<file path="src/shared/decode_pkg.sv">
// constants, types and decode functions for the instruction word decoder
// assumes a single core clock; opcode codes cover only what timing needs
package decode_pkg;
    localparam int WORD_W = 14;
    localparam int FILE_W = 7;
    localparam int BIT_W = 3;
    localparam int LIT_W = 8;
    localparam int TGT_W = 11;
    localparam int DATA_W = 8;
    localparam int CNT_W = 2;
    // timing: one instruction cycle is four oscillator cycles
    localparam int CLK_PERIOD_NS = 50;
    localparam int OSC_PER_ICYC = 4;
    localparam int ICYC_NS = OSC_PER_ICYC * CLK_PERIOD_NS;
    localparam int PHASE_W = 2;
    localparam logic [PHASE_W-1:0] PH_Q1 = 2'h0;
    localparam logic [PHASE_W-1:0] PH_Q2 = 2'h1;
    localparam logic [PHASE_W-1:0] PH_Q3 = 2'h2;
    localparam logic [PHASE_W-1:0] PH_Q4 = 2'h3;
    // field positions
    localparam int D_POS = 7;
    localparam int B_LSB = 7;
    localparam int SKIP_POL_POS = 10;
    localparam int N_UPD_POS = 2;
    localparam int N_OFS_POS = 6;
    // file addresses of the two indirect access ports
    localparam logic [FILE_W-1:0] IND_PORT0 = 7'h00;
    localparam logic [FILE_W-1:0] IND_PORT1 = 7'h01;
    localparam logic [CNT_W-1:0] ONE_CYC = 2'h1;
    localparam logic [CNT_W-1:0] TWO_CYC = 2'h2;

    typedef enum logic [1:0] {CL_BYTE, CL_BIT, CL_LIT} class_t;
    typedef enum logic [2:0] {
        OP_PLAIN, OP_CALL, OP_RET, OP_JUMP,
        OP_SKIPZ, OP_SKIPB, OP_PTRUPD, OP_PTROFS
    } op_t;

    // class from the top bits; words 00_0000_0xxx_xxxx are control
    function automatic class_t class_of(input logic [WORD_W-1:0] w);
        if (w[13:12] == 2'h1)
            return CL_BIT;
        if (w[13:12] == 2'h0 && w[13:7] != 7'h00)
            return CL_BYTE;
        return CL_LIT;
    endfunction

    // operation kind; ? positions are ignored whatever they hold
    function automatic op_t kind_of(input logic [WORD_W-1:0] w);
        casez (w)
            14'b00_0000_0000_100?: return OP_RET;
            14'b00_0000_0000_1010: return OP_CALL;
            14'b00_0000_0000_1011: return OP_JUMP;
            14'b00_0000_0001_????: return OP_PTRUPD;
            14'b00_1?11_????_????: return OP_SKIPZ;
            14'b01_1???_????_????: return OP_SKIPB;
            14'b10_0???_????_????: return OP_CALL;
            14'b10_1???_????_????: return OP_JUMP;
            14'b11_001?_????_????: return OP_JUMP;
            14'b11_0100_????_????: return OP_RET;
            14'b11_1111_0???_????: return OP_PTROFS;
            default: return OP_PLAIN;
        endcase
    endfunction

    function automatic logic [CNT_W-1:0] base_cycles(input op_t k);
        if (k == OP_CALL || k == OP_RET || k == OP_JUMP)
            return TWO_CYC;
        return ONE_CYC;
    endfunction
endpackage

</file>
<file path="src/quarter_phase.sv">
// four-phase sequencer dividing the core clock into instruction cycles
// assumes MCLK is the oscillator clock itself
`timescale 1ns/1ns
module quarter_phase
    import decode_pkg::*;
(
    input wire logic clk,
    input wire logic rst,
    output logic [PHASE_W-1:0] phase
);
    logic [PHASE_W-1:0] phase_d;

    // free-running count, one phase per rising oscillator edge
    always_comb begin
        phase_d = phase + PH_Q2;
    end

    always_ff @(posedge clk or posedge rst) begin
        if (rst)
            phase <= PH_Q1;
        else
            phase <= phase_d;
    end
endmodule // quarter_phase

</file>
<file path="src/word_fields.sv">
// combinational split of one instruction word into class, kind, fields
// assumes the word is stable while it is being sampled
`timescale 1ns/1ns
module word_fields
    import decode_pkg::*;
(
    input wire logic [WORD_W-1:0] word,
    output class_t cls,
    output op_t kind,
    output logic [CNT_W-1:0] cycles,
    output logic names_file,
    output logic to_file,
    output logic to_acc,
    output logic [FILE_W-1:0] file_addr,
    output logic [BIT_W-1:0] bit_sel,
    output logic [LIT_W-1:0] literal,
    output logic [TGT_W-1:0] target,
    output logic ptr_sel,
    output logic [1:0] ptr_mode
);
    // field slicing and destination routing
    always_comb begin
        cls = class_of(word);
        kind = kind_of(word);
        cycles = base_cycles(kind);
        names_file = (cls != CL_LIT);
        file_addr = word[FILE_W-1:0];
        bit_sel = word[B_LSB+BIT_W-1:B_LSB];
        literal = word[LIT_W-1:0];
        target = word[TGT_W-1:0];
        // pointer number sits low for update, high for offset forms
        ptr_sel = (kind == OP_PTROFS) ? word[N_OFS_POS] : word[N_UPD_POS];
        ptr_mode = word[1:0];
        // byte ops follow d; bit set/clear always go back to the file
        to_file = (cls == CL_BYTE && word[D_POS]) ||
                  (cls == CL_BIT && kind != OP_SKIPB);
        to_acc = (cls == CL_BYTE && !word[D_POS]) ||
                 (cls == CL_LIT && word[13] &&
                  (kind == OP_PLAIN || kind == OP_RET));
    end
endmodule // word_fields

</file>
<file path="src/instruction_word_decode_timing.sv">
// instruction word decoder and instruction-cycle sequencer
// assumes the fetch stage and register file run on MCLK
// Summary of operation
// - every instruction is one 14-bit word holding opcode and operands.
// - words sort into byte, bit, and literal/control classes.
// - instructions finish in one instruction cycle unless listed below.
// - both subroutine calls take two instruction cycles.
// - subroutine returns, literal returns, interrupt returns take two.
// - jumps, branches and taken skips take two instruction cycles.
// - indirect access with pointer in program memory adds one cycle.
// - one instruction cycle is exactly four oscillator cycles.
// - a named file register is always read before it is written.
// - result goes where the instruction or the d field says.
// - d=0 sends result to accumulator, d=1 to file register.
// - file address selects 0x00 to 0x7F of the banked window.
// - bit select picks one bit of the 8-bit file register.
// - pointer select chooses indirect pointer 0 or 1.
// - don't-care bits do not change the decode.
// - two-bit mode picks pre/post increment or decrement.
// - byte words: d at bit 7, file address bits 6 to 0.
// - bit words: bit select bits 9 to 7, file address 6 to 0.
// - general literal words: 8-bit literal in bits 7 to 0.
// - call and jump words: 11-bit target in bits 10 to 0.
`timescale 1ns/1ns
module instruction_word_decode_timing
    import decode_pkg::*;
(
    input wire logic MCLK,
    input wire logic RST,
    input wire logic [WORD_W-1:0] WORD_IN,
    input wire logic WORD_VALID,
    output logic WORD_READY,
    output logic [PHASE_W-1:0] PHASE,
    output logic CYCLE_START,
    output class_t INSTR_CLASS,
    output op_t OP_KIND,
    output logic DEST_FILE,
    output logic [FILE_W-1:0] FILE_ADDR,
    output logic [BIT_W-1:0] BIT_SEL,
    output logic [LIT_W-1:0] LITERAL,
    output logic [TGT_W-1:0] TARGET,
    output logic PTR_SEL,
    output logic [1:0] PTR_MODE,
    output logic PTR_PRE,
    output logic PTR_DOWN,
    input wire logic [1:0] PTR_IN_PROG,
    output logic RF_RD_EN,
    output logic [FILE_W-1:0] RF_RD_ADDR,
    input wire logic [DATA_W-1:0] RF_RD_DATA,
    input wire logic [DATA_W-1:0] MOD_DATA,
    output logic RF_WR_EN,
    output logic [FILE_W-1:0] RF_WR_ADDR,
    output logic [DATA_W-1:0] RF_WR_DATA,
    output logic ACC_WE,
    output logic [DATA_W-1:0] ACC_DATA,
    output logic INSTR_DONE,
    output logic [CNT_W-1:0] INSTR_CYCLES
);
    import decode_pkg::*;

    typedef enum logic {ST_IDLE, ST_EXEC} state_t;

    logic [PHASE_W-1:0] ph;
    class_t w_cls;
    op_t w_kind;
    logic [CNT_W-1:0] w_cyc;
    logic w_names, w_file, w_acc, w_psel;
    logic [FILE_W-1:0] w_addr;
    logic [BIT_W-1:0] w_bit;
    logic [LIT_W-1:0] w_lit;
    logic [TGT_W-1:0] w_tgt;
    logic [1:0] w_mode;
    logic w_ind;

    state_t state_q, state_d;
    class_t cls_q, cls_d;
    op_t kind_q, kind_d;
    logic names_q, names_d;
    logic file_q, file_d;
    logic acc_q, acc_d;
    logic first_q, first_d;
    logic ind_q, ind_d;
    logic pol_q, pol_d;
    logic psel_q, psel_d;
    logic [1:0] mode_q, mode_d;
    logic [FILE_W-1:0] addr_q, addr_d;
    logic [BIT_W-1:0] bit_q, bit_d;
    logic [LIT_W-1:0] lit_q, lit_d;
    logic [TGT_W-1:0] tgt_q, tgt_d;
    logic [CNT_W-1:0] left_q, left_d;
    logic [CNT_W-1:0] total_q, total_d;
    logic [DATA_W-1:0] res_q, res_d;
    logic take, skip_hit, last;

    quarter_phase u_phase (
        .clk(MCLK),
        .rst(RST),
        .phase(ph)
    );

    word_fields u_fields (
        .word(WORD_IN),
        .cls(w_cls),
        .kind(w_kind),
        .cycles(w_cyc),
        .names_file(w_names),
        .to_file(w_file),
        .to_acc(w_acc),
        .file_addr(w_addr),
        .bit_sel(w_bit),
        .literal(w_lit),
        .target(w_tgt),
        .ptr_sel(w_psel),
        .ptr_mode(w_mode)
    );

    // indirect port whose pointer currently points into program memory
    assign w_ind = w_names && ((w_addr == IND_PORT0 && PTR_IN_PROG[0]) ||
                   (w_addr == IND_PORT1 && PTR_IN_PROG[1]));

    // a new word is taken only at Q1 once the previous one is spent
    assign last = (state_q == ST_IDLE) || (left_q == '0);
    assign WORD_READY = (ph == PH_Q1) && last;
    assign take = WORD_READY && WORD_VALID;

    // skip test on the value fetched at Q2, seen at Q3
    always_comb begin
        skip_hit = 1'b0;
        if (kind_q == OP_SKIPZ)
            skip_hit = (MOD_DATA == '0);
        else if (kind_q == OP_SKIPB)
            skip_hit = (RF_RD_DATA[bit_q] == pol_q);
    end

    // sequencer: latch on take, count instruction cycles, modify at Q3
    always_comb begin
        state_d = state_q;
        cls_d = cls_q;
        kind_d = kind_q;
        names_d = names_q;
        file_d = file_q;
        acc_d = acc_q;
        first_d = first_q;
        ind_d = ind_q;
        pol_d = pol_q;
        psel_d = psel_q;
        mode_d = mode_q;
        addr_d = addr_q;
        bit_d = bit_q;
        lit_d = lit_q;
        tgt_d = tgt_q;
        left_d = left_q;
        total_d = total_q;
        res_d = res_q;
        if (take) begin
            state_d = ST_EXEC;
            cls_d = w_cls;
            kind_d = w_kind;
            names_d = w_names;
            file_d = w_file;
            acc_d = w_acc;
            first_d = 1'b1;
            ind_d = w_ind;
            pol_d = WORD_IN[SKIP_POL_POS];
            psel_d = w_psel;
            mode_d = w_mode;
            addr_d = w_addr;
            bit_d = w_bit;
            lit_d = w_lit;
            tgt_d = w_tgt;
            // base time plus the program-memory indirection penalty
            total_d = w_cyc + CNT_W'(w_ind);
            left_d = total_d - ONE_CYC;
        end else if (ph == PH_Q1 && state_q == ST_EXEC) begin
            if (left_q != '0) begin
                left_d = left_q - ONE_CYC;
                first_d = 1'b0;
            end else begin
                state_d = ST_IDLE;
                first_d = 1'b0;
            end
        end else if (ph == PH_Q3 && state_q == ST_EXEC && first_q) begin
            res_d = MOD_DATA;
            // taken skip discards the next word: one more cycle
            if (skip_hit) begin
                left_d = left_q + ONE_CYC;
                total_d = total_q + ONE_CYC;
            end
        end
    end

    always_ff @(posedge MCLK or posedge RST) begin
        if (RST) begin
            state_q <= ST_IDLE;
            cls_q <= CL_LIT;
            kind_q <= OP_PLAIN;
            names_q <= 1'b0;
            file_q <= 1'b0;
            acc_q <= 1'b0;
            first_q <= 1'b0;
            ind_q <= 1'b0;
            pol_q <= 1'b0;
            psel_q <= 1'b0;
            mode_q <= 2'h0;
            addr_q <= '0;
            bit_q <= '0;
            lit_q <= '0;
            tgt_q <= '0;
            left_q <= '0;
            total_q <= '0;
            res_q <= '0;
        end else begin
            state_q <= state_d;
            cls_q <= cls_d;
            kind_q <= kind_d;
            names_q <= names_d;
            file_q <= file_d;
            acc_q <= acc_d;
            first_q <= first_d;
            ind_q <= ind_d;
            pol_q <= pol_d;
            psel_q <= psel_d;
            mode_q <= mode_d;
            addr_q <= addr_d;
            bit_q <= bit_d;
            lit_q <= lit_d;
            tgt_q <= tgt_d;
            left_q <= left_d;
            total_q <= total_d;
            res_q <= res_d;
        end
    end

    // phase outputs, then decoded fields straight from the latched word
    assign PHASE = ph;
    assign CYCLE_START = (ph == PH_Q1);
    assign INSTR_CLASS = cls_q;
    assign OP_KIND = kind_q;
    assign DEST_FILE = file_q;
    assign FILE_ADDR = addr_q;
    assign BIT_SEL = bit_q;
    assign LITERAL = lit_q;
    assign TARGET = tgt_q;
    assign PTR_SEL = psel_q;
    assign PTR_MODE = mode_q;
    assign PTR_PRE = !mode_q[1];
    assign PTR_DOWN = mode_q[0];

    // read at Q2 whenever a file is named, even for pure writes
    assign RF_RD_EN = (state_q == ST_EXEC) && first_q && names_q &&
                      (ph == PH_Q2);
    assign RF_RD_ADDR = addr_q;
    // write-back at Q4, after the read of the same cycle
    assign RF_WR_EN = (state_q == ST_EXEC) && first_q && file_q &&
                      (ph == PH_Q4);
    assign RF_WR_ADDR = addr_q;
    assign RF_WR_DATA = res_q;
    assign ACC_WE = (state_q == ST_EXEC) && first_q && acc_q &&
                    (ph == PH_Q4);
    assign ACC_DATA = res_q;
    // done marks Q4 of the final instruction cycle
    assign INSTR_DONE = (state_q == ST_EXEC) && (left_q == '0) &&
                        (ph == PH_Q4);
    assign INSTR_CYCLES = total_q;
endmodule // instruction_word_decode_timing

</file>
<file path="config.mk">
export PLATFORM = sky130hd
export DESIGN_NAME = instruction_word_decode_timing
export DESIGN_NICKNAME = d
export VERILOG_FILES = /design/src/shared/decode_pkg.sv /design/src/quarter_phase.sv /design/src/word_fields.sv /design/src/instruction_word_decode_timing.sv
export SDC_FILE = /design/constraint.sdc
export NUM_CORES = 1
export LEC_CHECK = 0
export BUFFER_PORTS_ARGS = -buffer_cell sky130_fd_sc_hd__buf_2
export CORE_MARGIN = 1
export CORE_UTILIZATION = 46
export CTS_CLUSTER_SIZE = 14
export DETAILED_ROUTE_END_ITERATION = 16
export PLACE_DENSITY_LB_ADDON = 0.3
export REMOVE_ABC_BUFFERS = 1
export SLEW_MARGIN = 10
export SYNTH_ARGS = -nofsm -noshare
export SYNTH_HDL_FRONTEND = slang
export SYNTH_SLANG_ARGS = --single-unit
</file>
<file path="constraint.sdc">
create_clock -name MCLK -period 2.4 [get_ports MCLK]
set_clock_uncertainty 0.05 [all_clocks]
set_input_delay 0.48 -clock MCLK [delete_from_list [all_inputs] [get_ports MCLK]]
set_output_delay 0.48 -clock MCLK [all_outputs]
set_load 0.05 [all_outputs]
</file>
==> out/results.ini, run 1 <==
[synth]
synth_edf_count=0
yosysTopAreaCellShare_pct=37.98
ys.flop_type=dfrtp_1
async_flop_share_pct=100.0
synth_seq_cells=36
syn_area_um2=2306
synth_seq_area_share_pct=39.12
yosys.area.top_type=dfrtp_1
syn_area_per_cell_um2=9.079
synth_warnings=0
synthesis.instances=254
synth.distinct_cells=47
synthTopCellsByArea=dfrtp_1 (38%), buf_4 (14%), nand2_1 (8.6%)

[drt]
num_vias=2074
wire_per_inst_um=12.22
ant_nets=0
wl_um=5131
firstDrtPassIters=4
drt_iter0_markers=53
route.detailed.drc=0
viasPerCell=4.938

[clock_tree]
postCtsHoldBufs=0
clockRootBuffer=clkbuf_8
cts_tree=yes
max-clock-path-buffers=2
cts_htree_levels=2
cts.clk_slew.worst_paths_ps=80
cts_made_buffers=5
clk_latency_ps=290
cts_sinks=36

[layout]
fill_cells=434
multi_input_area_um2=1051
final_layout_size_suffix_gt1_share_pct=50.71
antenna_cells=0
register_area_um2=902.1
area_growth_syn_to_layout_pct=29.95
nNetsFinal=393

[placement]
finalWeightedCongestion=0.8708
port_buffers=114
dp_hpwl_um=3801

[critical_path]
cp-end-kind=flop
cpLargestDelayFamily=simple AND/OR/NAND/NOR gates
worstPathArrival_ps=2460
cp_slowest_cell=nor4_4
slowest_delay_ps=310
worst-path-buf-inv=2
setup.worst_path.start_class=input pin
critPathMaxFanout=4
path_cells=buf_2 -> buf_4 -> and3_4 -> nand4_1 -> nor2_4 -> nor4_4 -> nand2_1 -> and2_4 -> ha_2 -> nor2b_2 -> mux2_4 -> a221oi_1 -> mux2_4
critPathMostFrequentCell=mux2_4
criticalPathCategory=in -> reg
crit_required_ps=2530

[floorplan]
rows=25
dieWidth_um=72.80
die_y_um=72.80
start_util_pct=48.18
dieArea_um2=5300
core_um2=4786
io_pins=115

[timing]
period_share_pct=97.29
finalHoldViolCount=0
setup_viol=0
grt_setup_unrepaired=true
max_freq_mhz=428.3
worst_slew_pin_slew_ps=550.4
tns_ps=0
layout_min_cycle_time_ps=2335
timing.slew.headroom_pct=62.92
slew_viol_final=0

[global_routing]
grt.overflow.total=0
grt_max_degree=37
first_global_vias=1805
antenna_found_initial=0
track_usage_pct=19.98
grt_pass1_wl_um=8066

[run_status]
status=complete, no violations

[job]
drv_cap=0

[worst_hold_path]
min_path_type=in -> async

-- cell usage in the layout, fill, tap and decap left out, types with 3 or more instances in the layout --
cell	count
nand2_1	53
a21oi_1	4
o21ai_0	10
mux2_2	8
nor3_1	3
buf_2	114
buf_4	29
mux2i_1	3
dfrtp_1	35
nor2_1	9
inv_1	9
nand3_1	4
nand4_1	3
ha_1	5
clkbuf_8	7
and3_1	5
-- worst reg2reg max path, cell delays in order (launching register included) --
cell and delay, ps:
dfrtp_1 390, inv_1 70, ha_1 190, nand4b_1 220
or2_2 360, or3_1 400, nand3_1 160, mux2_4 310
-- cells in the mapped netlist (2+ instances only) --
cell      instances
o31ai_1           2
xor2_1            2
nor3_1            5
nor4_1            4
nand3_1           4
nor2_1           10
inv_1             9
nand2_1          53
ha_1              6
a21o_1            2
o21a_1            2
a21oi_1           4
clkbuf_1          7
and3_1            6
nand3b_1          2
o21ai_0          10
and2_1            3
nor2b_1           2
mux4_1            2
nand4_1           3
buf_4            44
dfrtp_1          35
a32oi_1           2
mux2_2           10
mux2i_1           3
-- stage by stage --
step           setup WS [ps]  utilization (%)  cells  area [um^2]  hold slack (ps)
2_1_floorplan          -1051                -    201         1924            387.6
3_3_place_gp          -292.6            58.43    411         2796            398.8
3_5_place_dp          -369.1            58.43    411         2796            406.3
4_1_cts                23.74            61.20    419         2929            249.0
5_1_grt               -33.88            62.61    420         2997            297.7
6_report               64.97            62.61    420         2997            233.6
-- layout make-up --
cell class | count | share of cell area [%]
well taps | 67 | 2.797
clock inverters | 1 | 1.002
clock buffers | 7 | 3.215
repair buffers | 144 | 26.68
inverters | 9 | 1.127
multi-input cells | 156 | 35.07
flip-flops and latches | 36 | 30.10
-- sequential cells by signal, indices dropped and copies added, names as in the netlist --
register and cells:
u_phase.phase 2, PTR_SEL 1, OP_KIND 3, DEST_FILE 1
FILE_ADDR 5, PTR_MODE 1, LITERAL 1, BIT_SEL 2
first_q 1, INSTR_CLASS 2, left_q 2, acc_q 1
ACC_DATA 8, INSTR_CYCLES 2, names_q 1, TARGET 1
pol_q 1, state_q 1
-- logic make-up (layout without fill, tap and decap cells) --
family,Yosys count,after routing,synth area share [%]
mux,16,16,9.061
simple gates,102,102,21.27
fa+ha+maj,6,6,3.255
compound gates,30,30,8.519
buf+inv,62,161,18.01
xor+xnor,2,2,0.7598
flops,36,36,39.12
-- path summary, 6_finish.rpt --
path	startpoint	slack (ps)	cells after the start	to
worst max-delay path	WORD_IN[13]	60	13	left_q[1]
worst min-delay path	RST	230	3	ACC_DATA[7]
worst max register to register	u_phase.phase[1]	130	7	left_q[1]
worst min register to register	PTR_SEL	430	2	PTR_SEL
max in group asynchronous	RST	1720	3	INSTR_CLASS[1]
min in group MCLK	MOD_DATA[4]	390	2	ACC_DATA[4]
-- per-layer routing --
| metal | track usage, % | vias up | share of wire [%] |
|---|---|---|---|
| met1 | 24.34 | 955 | 44 |
| met5 | 0 | - | 0 |
| met4 | 7.625 | 0 | 1.1 |
| li1 | - | 1019 | - |
| met2 | 34.27 | 94 | 49 |
| met3 | 4.696 | 6 | 6.3 |
-- timing repair --
action,4_1_cts,5_1_grt
pin swaps,0,3
resized for setup,1,15
setup buffers,0,1
setup endpoints to repair,1,2
Power of run 1 is left out: the tool's default activity adds up to more than one toggle a clock period on the data nets, which glitch-free logic cannot reach.
==> run 2, diff against run 1 <==
--- a/config.mk
+++ b/config.mk
@@ -6,8 +6,10 @@
 export NUM_CORES = 1
 export LEC_CHECK = 0
 export BUFFER_PORTS_ARGS = -buffer_cell sky130_fd_sc_hd__buf_2
+export CELL_PAD_IN_SITES_DETAIL_PLACEMENT = 1
+export CELL_PAD_IN_SITES_GLOBAL_PLACEMENT = 2
 export CORE_MARGIN = 1
-export CORE_UTILIZATION = 46
+export CORE_UTILIZATION = 25
 export CTS_CLUSTER_SIZE = 14
 export DETAILED_ROUTE_END_ITERATION = 16
 export PLACE_DENSITY_LB_ADDON = 0.3
==> out/results.ini, run 2 (synthesis gave the netlist of run 1 again) <==
[run_status]
status=complete, but fails checks  ; was complete, no violations
failed_checks=DRC

[global_routing]
track_usage_pct=14.00  ; was 19.98%
grt_max_degree=37  ; unchanged
first_global_vias=2165  ; was 1805
grt_pass1_wl_um=10740  ; was 8066 um
antenna_found_initial=0  ; unchanged
grt.overflow.total=0  ; unchanged

[placement]
dp_hpwl_um=4881  ; was 3801 um
finalWeightedCongestion=0.7154  ; was 0.8708
port_buffers=114  ; unchanged

[floorplan]
dieWidth_um=98.04  ; was 72.80 um
rows=34  ; was 25
start_util_pct=26.19  ; was 48.18%
die_y_um=98.04  ; was 72.80 um
dieArea_um2=9612  ; was 5300 um^2
io_pins=115  ; unchanged
core_um2=8806  ; was 4786 um^2

[timing]
finalHoldViolCount=0  ; unchanged
max_freq_mhz=420.4  ; was 428.3 MHz
slew_viol_final=0  ; unchanged
period_share_pct=99.11  ; was 97.29%
worst_slew_pin_slew_ps=480.6  ; was 550.4 ps
setup_viol=0  ; unchanged
tns_ps=0  ; unchanged
timing.slew.headroom_pct=67.96  ; was 62.92%
layout_min_cycle_time_ps=2379  ; was 2335 ps
grt_setup_unrepaired=true  ; unchanged

[critical_path]
cp_slowest_cell=mux2_2  ; was nor4_4
cp-end-kind=flop  ; unchanged
criticalPathCategory=in -> reg  ; unchanged
path_cells=buf_2 -> nor3_2 -> and3b_1 -> and4_4 -> nor4_2 -> buf_4 -> nand2_1 -> and2_1 -> ha_1 -> nor2b_2 -> mux2_2 -> a221oi_2 -> mux2_2  ; was buf_2 -> buf_4 -> and3_4 -> nand4_1 -> nor2_4 -> nor4_4 -> nand2_1 -> and2_4 -> ha_2 -> nor2b_2 -> mux2_4 -> a221oi_1 -> mux2_4
crit_required_ps=2520  ; was 2530 ps
slowest_delay_ps=280  ; was 310 ps
critPathMaxFanout=2  ; was 4
cpLargestDelayFamily=simple AND/OR/NAND/NOR gates  ; unchanged
worst-path-buf-inv=2  ; unchanged
setup.worst_path.start_class=input pin  ; unchanged
critPathMostFrequentCell=mux2_2  ; was mux2_4
worstPathArrival_ps=2500  ; was 2460 ps

[drt]
route.detailed.drc=4  ; was 0
drt_iter0_markers=50  ; was 53
wl_um=6368  ; was 5131 um
num_vias=2112  ; was 2074
wire_per_inst_um=13.58  ; was 12.22 um
viasPerCell=4.503  ; was 4.938
firstDrtPassIters=9  ; was 4
ant_nets=0  ; unchanged

[clock_tree]
cts_htree_levels=2  ; unchanged
postCtsHoldBufs=0  ; unchanged
cts_sinks=36  ; unchanged
cts_made_buffers=5  ; unchanged
max-clock-path-buffers=2  ; unchanged
clk_latency_ps=280  ; was 290 ps
cts_tree=yes  ; unchanged
clockRootBuffer=clkbuf_8  ; unchanged
cts.clk_slew.worst_paths_ps=80  ; about the same

[layout]
largest_reg_flops=8  ; unchanged
antenna_cells=0  ; unchanged
nNetsFinal=401  ; was 393
mostFrequentLayoutCells=buf_2 (114), nand2_1 (53), buf_4 (37), dfrtp_1 (34), mux2_2 (10)  ; was buf_2 (114), nand2_1 (53), dfrtp_1 (35), buf_4 (29), o21ai_0 (10)
final_layout_size_suffix_gt1_share_pct=51.52  ; was 50.71%
final_common_cell=buf_2  ; unchanged
fill_cells=1080  ; was 434
area_growth_syn_to_layout_pct=33.04  ; was 29.95%

[worst_hold_path]
min_path_type=in -> async  ; unchanged

[job]
drv_cap=0  ; unchanged

-- run 2: path summary, 6_finish.rpt --
path                                   from             end  slack (ps)  depth (start not counted)
min in group MCLK                WORD_IN[1]    FILE_ADDR[1]         390                          3
min reg2reg                         names_q         names_q         430                          2
min                                     RST     ACC_DATA[1]         240                          3
max reg2reg                u_phase.phase[0]       left_q[1]         140                          7
max in group asynchronous               RST  INSTR_CLASS[1]        1700                          3
max                             WORD_IN[12]       left_q[1]          20                         13
-- run 2: timing repair --
item                       CTS  global route
pin swaps                    0             2
buffers inserted             3             1
setup endpoints to repair    1             4
resized for setup            6             8
-- run 2: worst min-delay path: cells and delay by family --
kind / cells / cell delay, ps
buffers and inverters: 3 / 550
-- run 2: area by class of cell --
type	count	area [um^2]	area share [%]
Clock buffer	6	82.58	2.692
Multi-Input combinational cell	156	1040	33.89
Tap cell	108	135.1	4.405
Sequential cell	36	903.4	29.45
Inverter	9	33.78	1.101
Timing Repair Buffer	152	859.6	28.02
Clock inverter	2	13.76	0.4486
-- run 2: per-layer routing --
layer	GRT usage (%)	share of wire [%]	up-vias
met4	3.147	0.64	0
met1	17.22	44	1002
met5	0	0	-
met2	24.76	50	76
met3	3.221	5.6	4
li1	-	-	1030
-- run 2: through the flow --
step	hold slack [ps]	instance area [um^2]	utilization, %	std cells	worst slack, ps
after floorplan	387.6	1924	-	201	-1051
after CTS	256.8	3035	34.47	468	12.05
after global routing	273.8	3068	34.84	469	-92.03
after global placement	399.4	2885	32.77	457	-264.3
after detailed placement	409.2	2885	32.77	457	-403.7
final	244.1	3068	34.84	469	21.26
Power of run 2 is left out for the same reason.
==> run 3, diff against run 2 <==
==> constraint.sdc (replaced) <==
create_clock -name MCLK -period 2.6 [get_ports MCLK]
set_clock_uncertainty 0.05 [all_clocks]
set_input_delay 0.52 -clock MCLK [delete_from_list [all_inputs] [get_ports MCLK]]
set_output_delay 0.52 -clock MCLK [all_outputs]
set_load 0.05 [all_outputs]
==> out/results.ini, run 3 (synthesis gave the netlist of run 1 again) <==
[placement]
port_buffers=114  ; unchanged
dp_hpwl_um=4878  ; was 4881 um
finalWeightedCongestion=0.7369  ; was 0.7154
post-place-cells=450  ; was 457

[global_routing]
antenna_found_initial=0  ; unchanged
track_usage_pct=13.73  ; was 14.00%
grt_pass1_wl_um=10410  ; was 10740 um
first_global_vias=2122  ; was 2165
grt_max_degree=37  ; unchanged
grt.overflow.total=0  ; unchanged

[layout]
area_growth_syn_to_layout_pct=27.35  ; was 33.04%
final_layout_size_suffix_gt1_share_pct=47.71  ; was 51.52%
final_common_cell=buf_2  ; unchanged
final_cells=458  ; was 469
mostFrequentLayoutCells=buf_2 (114), nand2_1 (53), dfrtp_1 (35), buf_4 (27)  ; was buf_2 (114), nand2_1 (53), buf_4 (37), dfrtp_1 (34), mux2_2 (10)
antenna_cells=0  ; unchanged
nNetsFinal=390  ; was 401
largest_reg_flops=8  ; unchanged

[critical_path]
criticalPathCategory=in -> reg  ; unchanged
worstPathArrival_ps=2670  ; was 2500 ps
cpLargestDelayFamily=simple AND/OR/NAND/NOR gates  ; unchanged
slowest_delay_ps=290  ; was 280 ps
critPathMaxFanout=3  ; was 2
cp-end-kind=flop  ; unchanged
setup.worst_path.start_class=input pin  ; unchanged
cp_slowest_cell=nor4_1  ; was mux2_2
path_cells=buf_2 -> nor4_1 -> buf_4 -> and4_1 -> nor4_1 -> buf_4 -> nand2_1 -> and2_1 -> ha_1 -> nor2b_2 -> mux2_2 -> a221oi_2 -> mux2_2  ; was buf_2 -> nor3_2 -> and3b_1 -> and4_4 -> nor4_2 -> buf_4 -> nand2_1 -> and2_1 -> ha_1 -> nor2b_2 -> mux2_2 -> a221oi_2 -> mux2_2
worst-path-buf-inv=3  ; was 2
crit_required_ps=2770  ; was 2520 ps

[timing]
max_freq_mhz=400.6
period_share_pct=96.02
finalHoldViolCount=0  ; unchanged
slew_viol_final=0  ; unchanged
layout_min_cycle_time_ps=2497
timing.slew.headroom_pct=59.58  ; was 67.96%
whs_ps=293.8  ; was 244.1 ps
worst_slew_pin_slew_ps=599.9  ; was 480.6 ps
setup_viol=0  ; unchanged

[clock_tree]
clk_latency_ps=290  ; was 280 ps
cts.clk_slew.worst_paths_ps=80  ; about the same
cts_tree=yes  ; unchanged
max-clock-path-buffers=2  ; unchanged
cts_htree_levels=2  ; unchanged
postCtsHoldBufs=0  ; unchanged
cts_made_buffers=5  ; unchanged
cts_sinks=36  ; unchanged
clockRootBuffer=clkbuf_8  ; unchanged

[floorplan]
dieArea_um2=9612  ; unchanged
dieWidth_um=98.04  ; unchanged
start_util_pct=26.19  ; unchanged
die_y_um=98.04  ; unchanged
rows=34  ; unchanged
core_um2=8806  ; unchanged
io_pins=115  ; unchanged

[drt]
firstDrtPassIters=10  ; was 9
num_vias=2092  ; was 2112
route.detailed.drc=4  ; unchanged
drt_iter0_markers=40  ; was 50
viasPerCell=4.568  ; was 4.503
wl_um=6375  ; was 6368 um
wire_per_inst_um=13.92  ; was 13.58 um
ant_nets=0  ; unchanged

[run_status]
status=complete, but fails checks  ; unchanged
failed_checks=DRC  ; unchanged

[job]
drv_cap=0  ; unchanged

[worst_hold_path]
min_path_type=in -> async  ; unchanged

[run 3: stage by stage]
stage | setup WS [ps] | area [um^2] | setup TNS [ps] | utilization (%)
after global placement | -73.15 | 2833 | -77.86 | 32.17
after CTS | 92.49 | 2918 | 0 | 33.13
after global routing | -0.1299 | 2937 | -0.1299 | 33.35
final | 103.4 | 2937 | 0 | 33.35
after detailed placement | -228.3 | 2833 | -259.4 | 32.17
after floorplan | -891.4 | 1924 | -6766 | -
[run 3: routing by layer]
metal	vias up	share of wire, %	track usage (%)
li1	1008	-	-
met1	1001	45	17.33
met2	81	49	23.56
met3	2	5.6	2.935
met4	0	0.50	3.846
met5	-	0	0
[run 3: path summary, 6_finish.rpt]
kind | start | to | slack, ps | cells after the start
max in group asynchronous | RST | INSTR_CLASS[1] | 1840 | 3
max | WORD_IN[6] | left_q[1] | 100 | 13
min in group MCLK | INSTR_CLASS[0] | INSTR_CLASS[0] | 420 | 2
min reg2reg | INSTR_CLASS[0] | INSTR_CLASS[0] | 420 | 2
max reg2reg | u_phase.phase[0] | left_q[1] | 230 | 7
min | RST | PTR_SEL | 290 | 3
[run 3: area by class of cell]
type                            instances  area (um^2)
Inverter                                9        33.78
Fill cell                            1055         5869
Tap cell                              108        135.1
Multi-Input combinational cell        156         1007
Sequential cell                        36        902.1
Timing Repair Buffer                  141        773.2
Clock inverter                          1        8.758
Clock buffer                            7        76.32
[run 3: what timing repair did]
item                                    in CTS  in global routing
resized for setup                            0                  4
endpoints found under the setup margin       0                  1
buffers inserted                             0                  0
[run 3: worst reg2reg max path, cell delays in order (launching register included)]
cell	delay [ps]
dfrtp_1	390
inv_1	90
ha_1	210
nand4b_1	230
or2_2	370
or3_1	410
nand3_1	150
mux2_2	350
Power of run 3 is left out for the same reason.
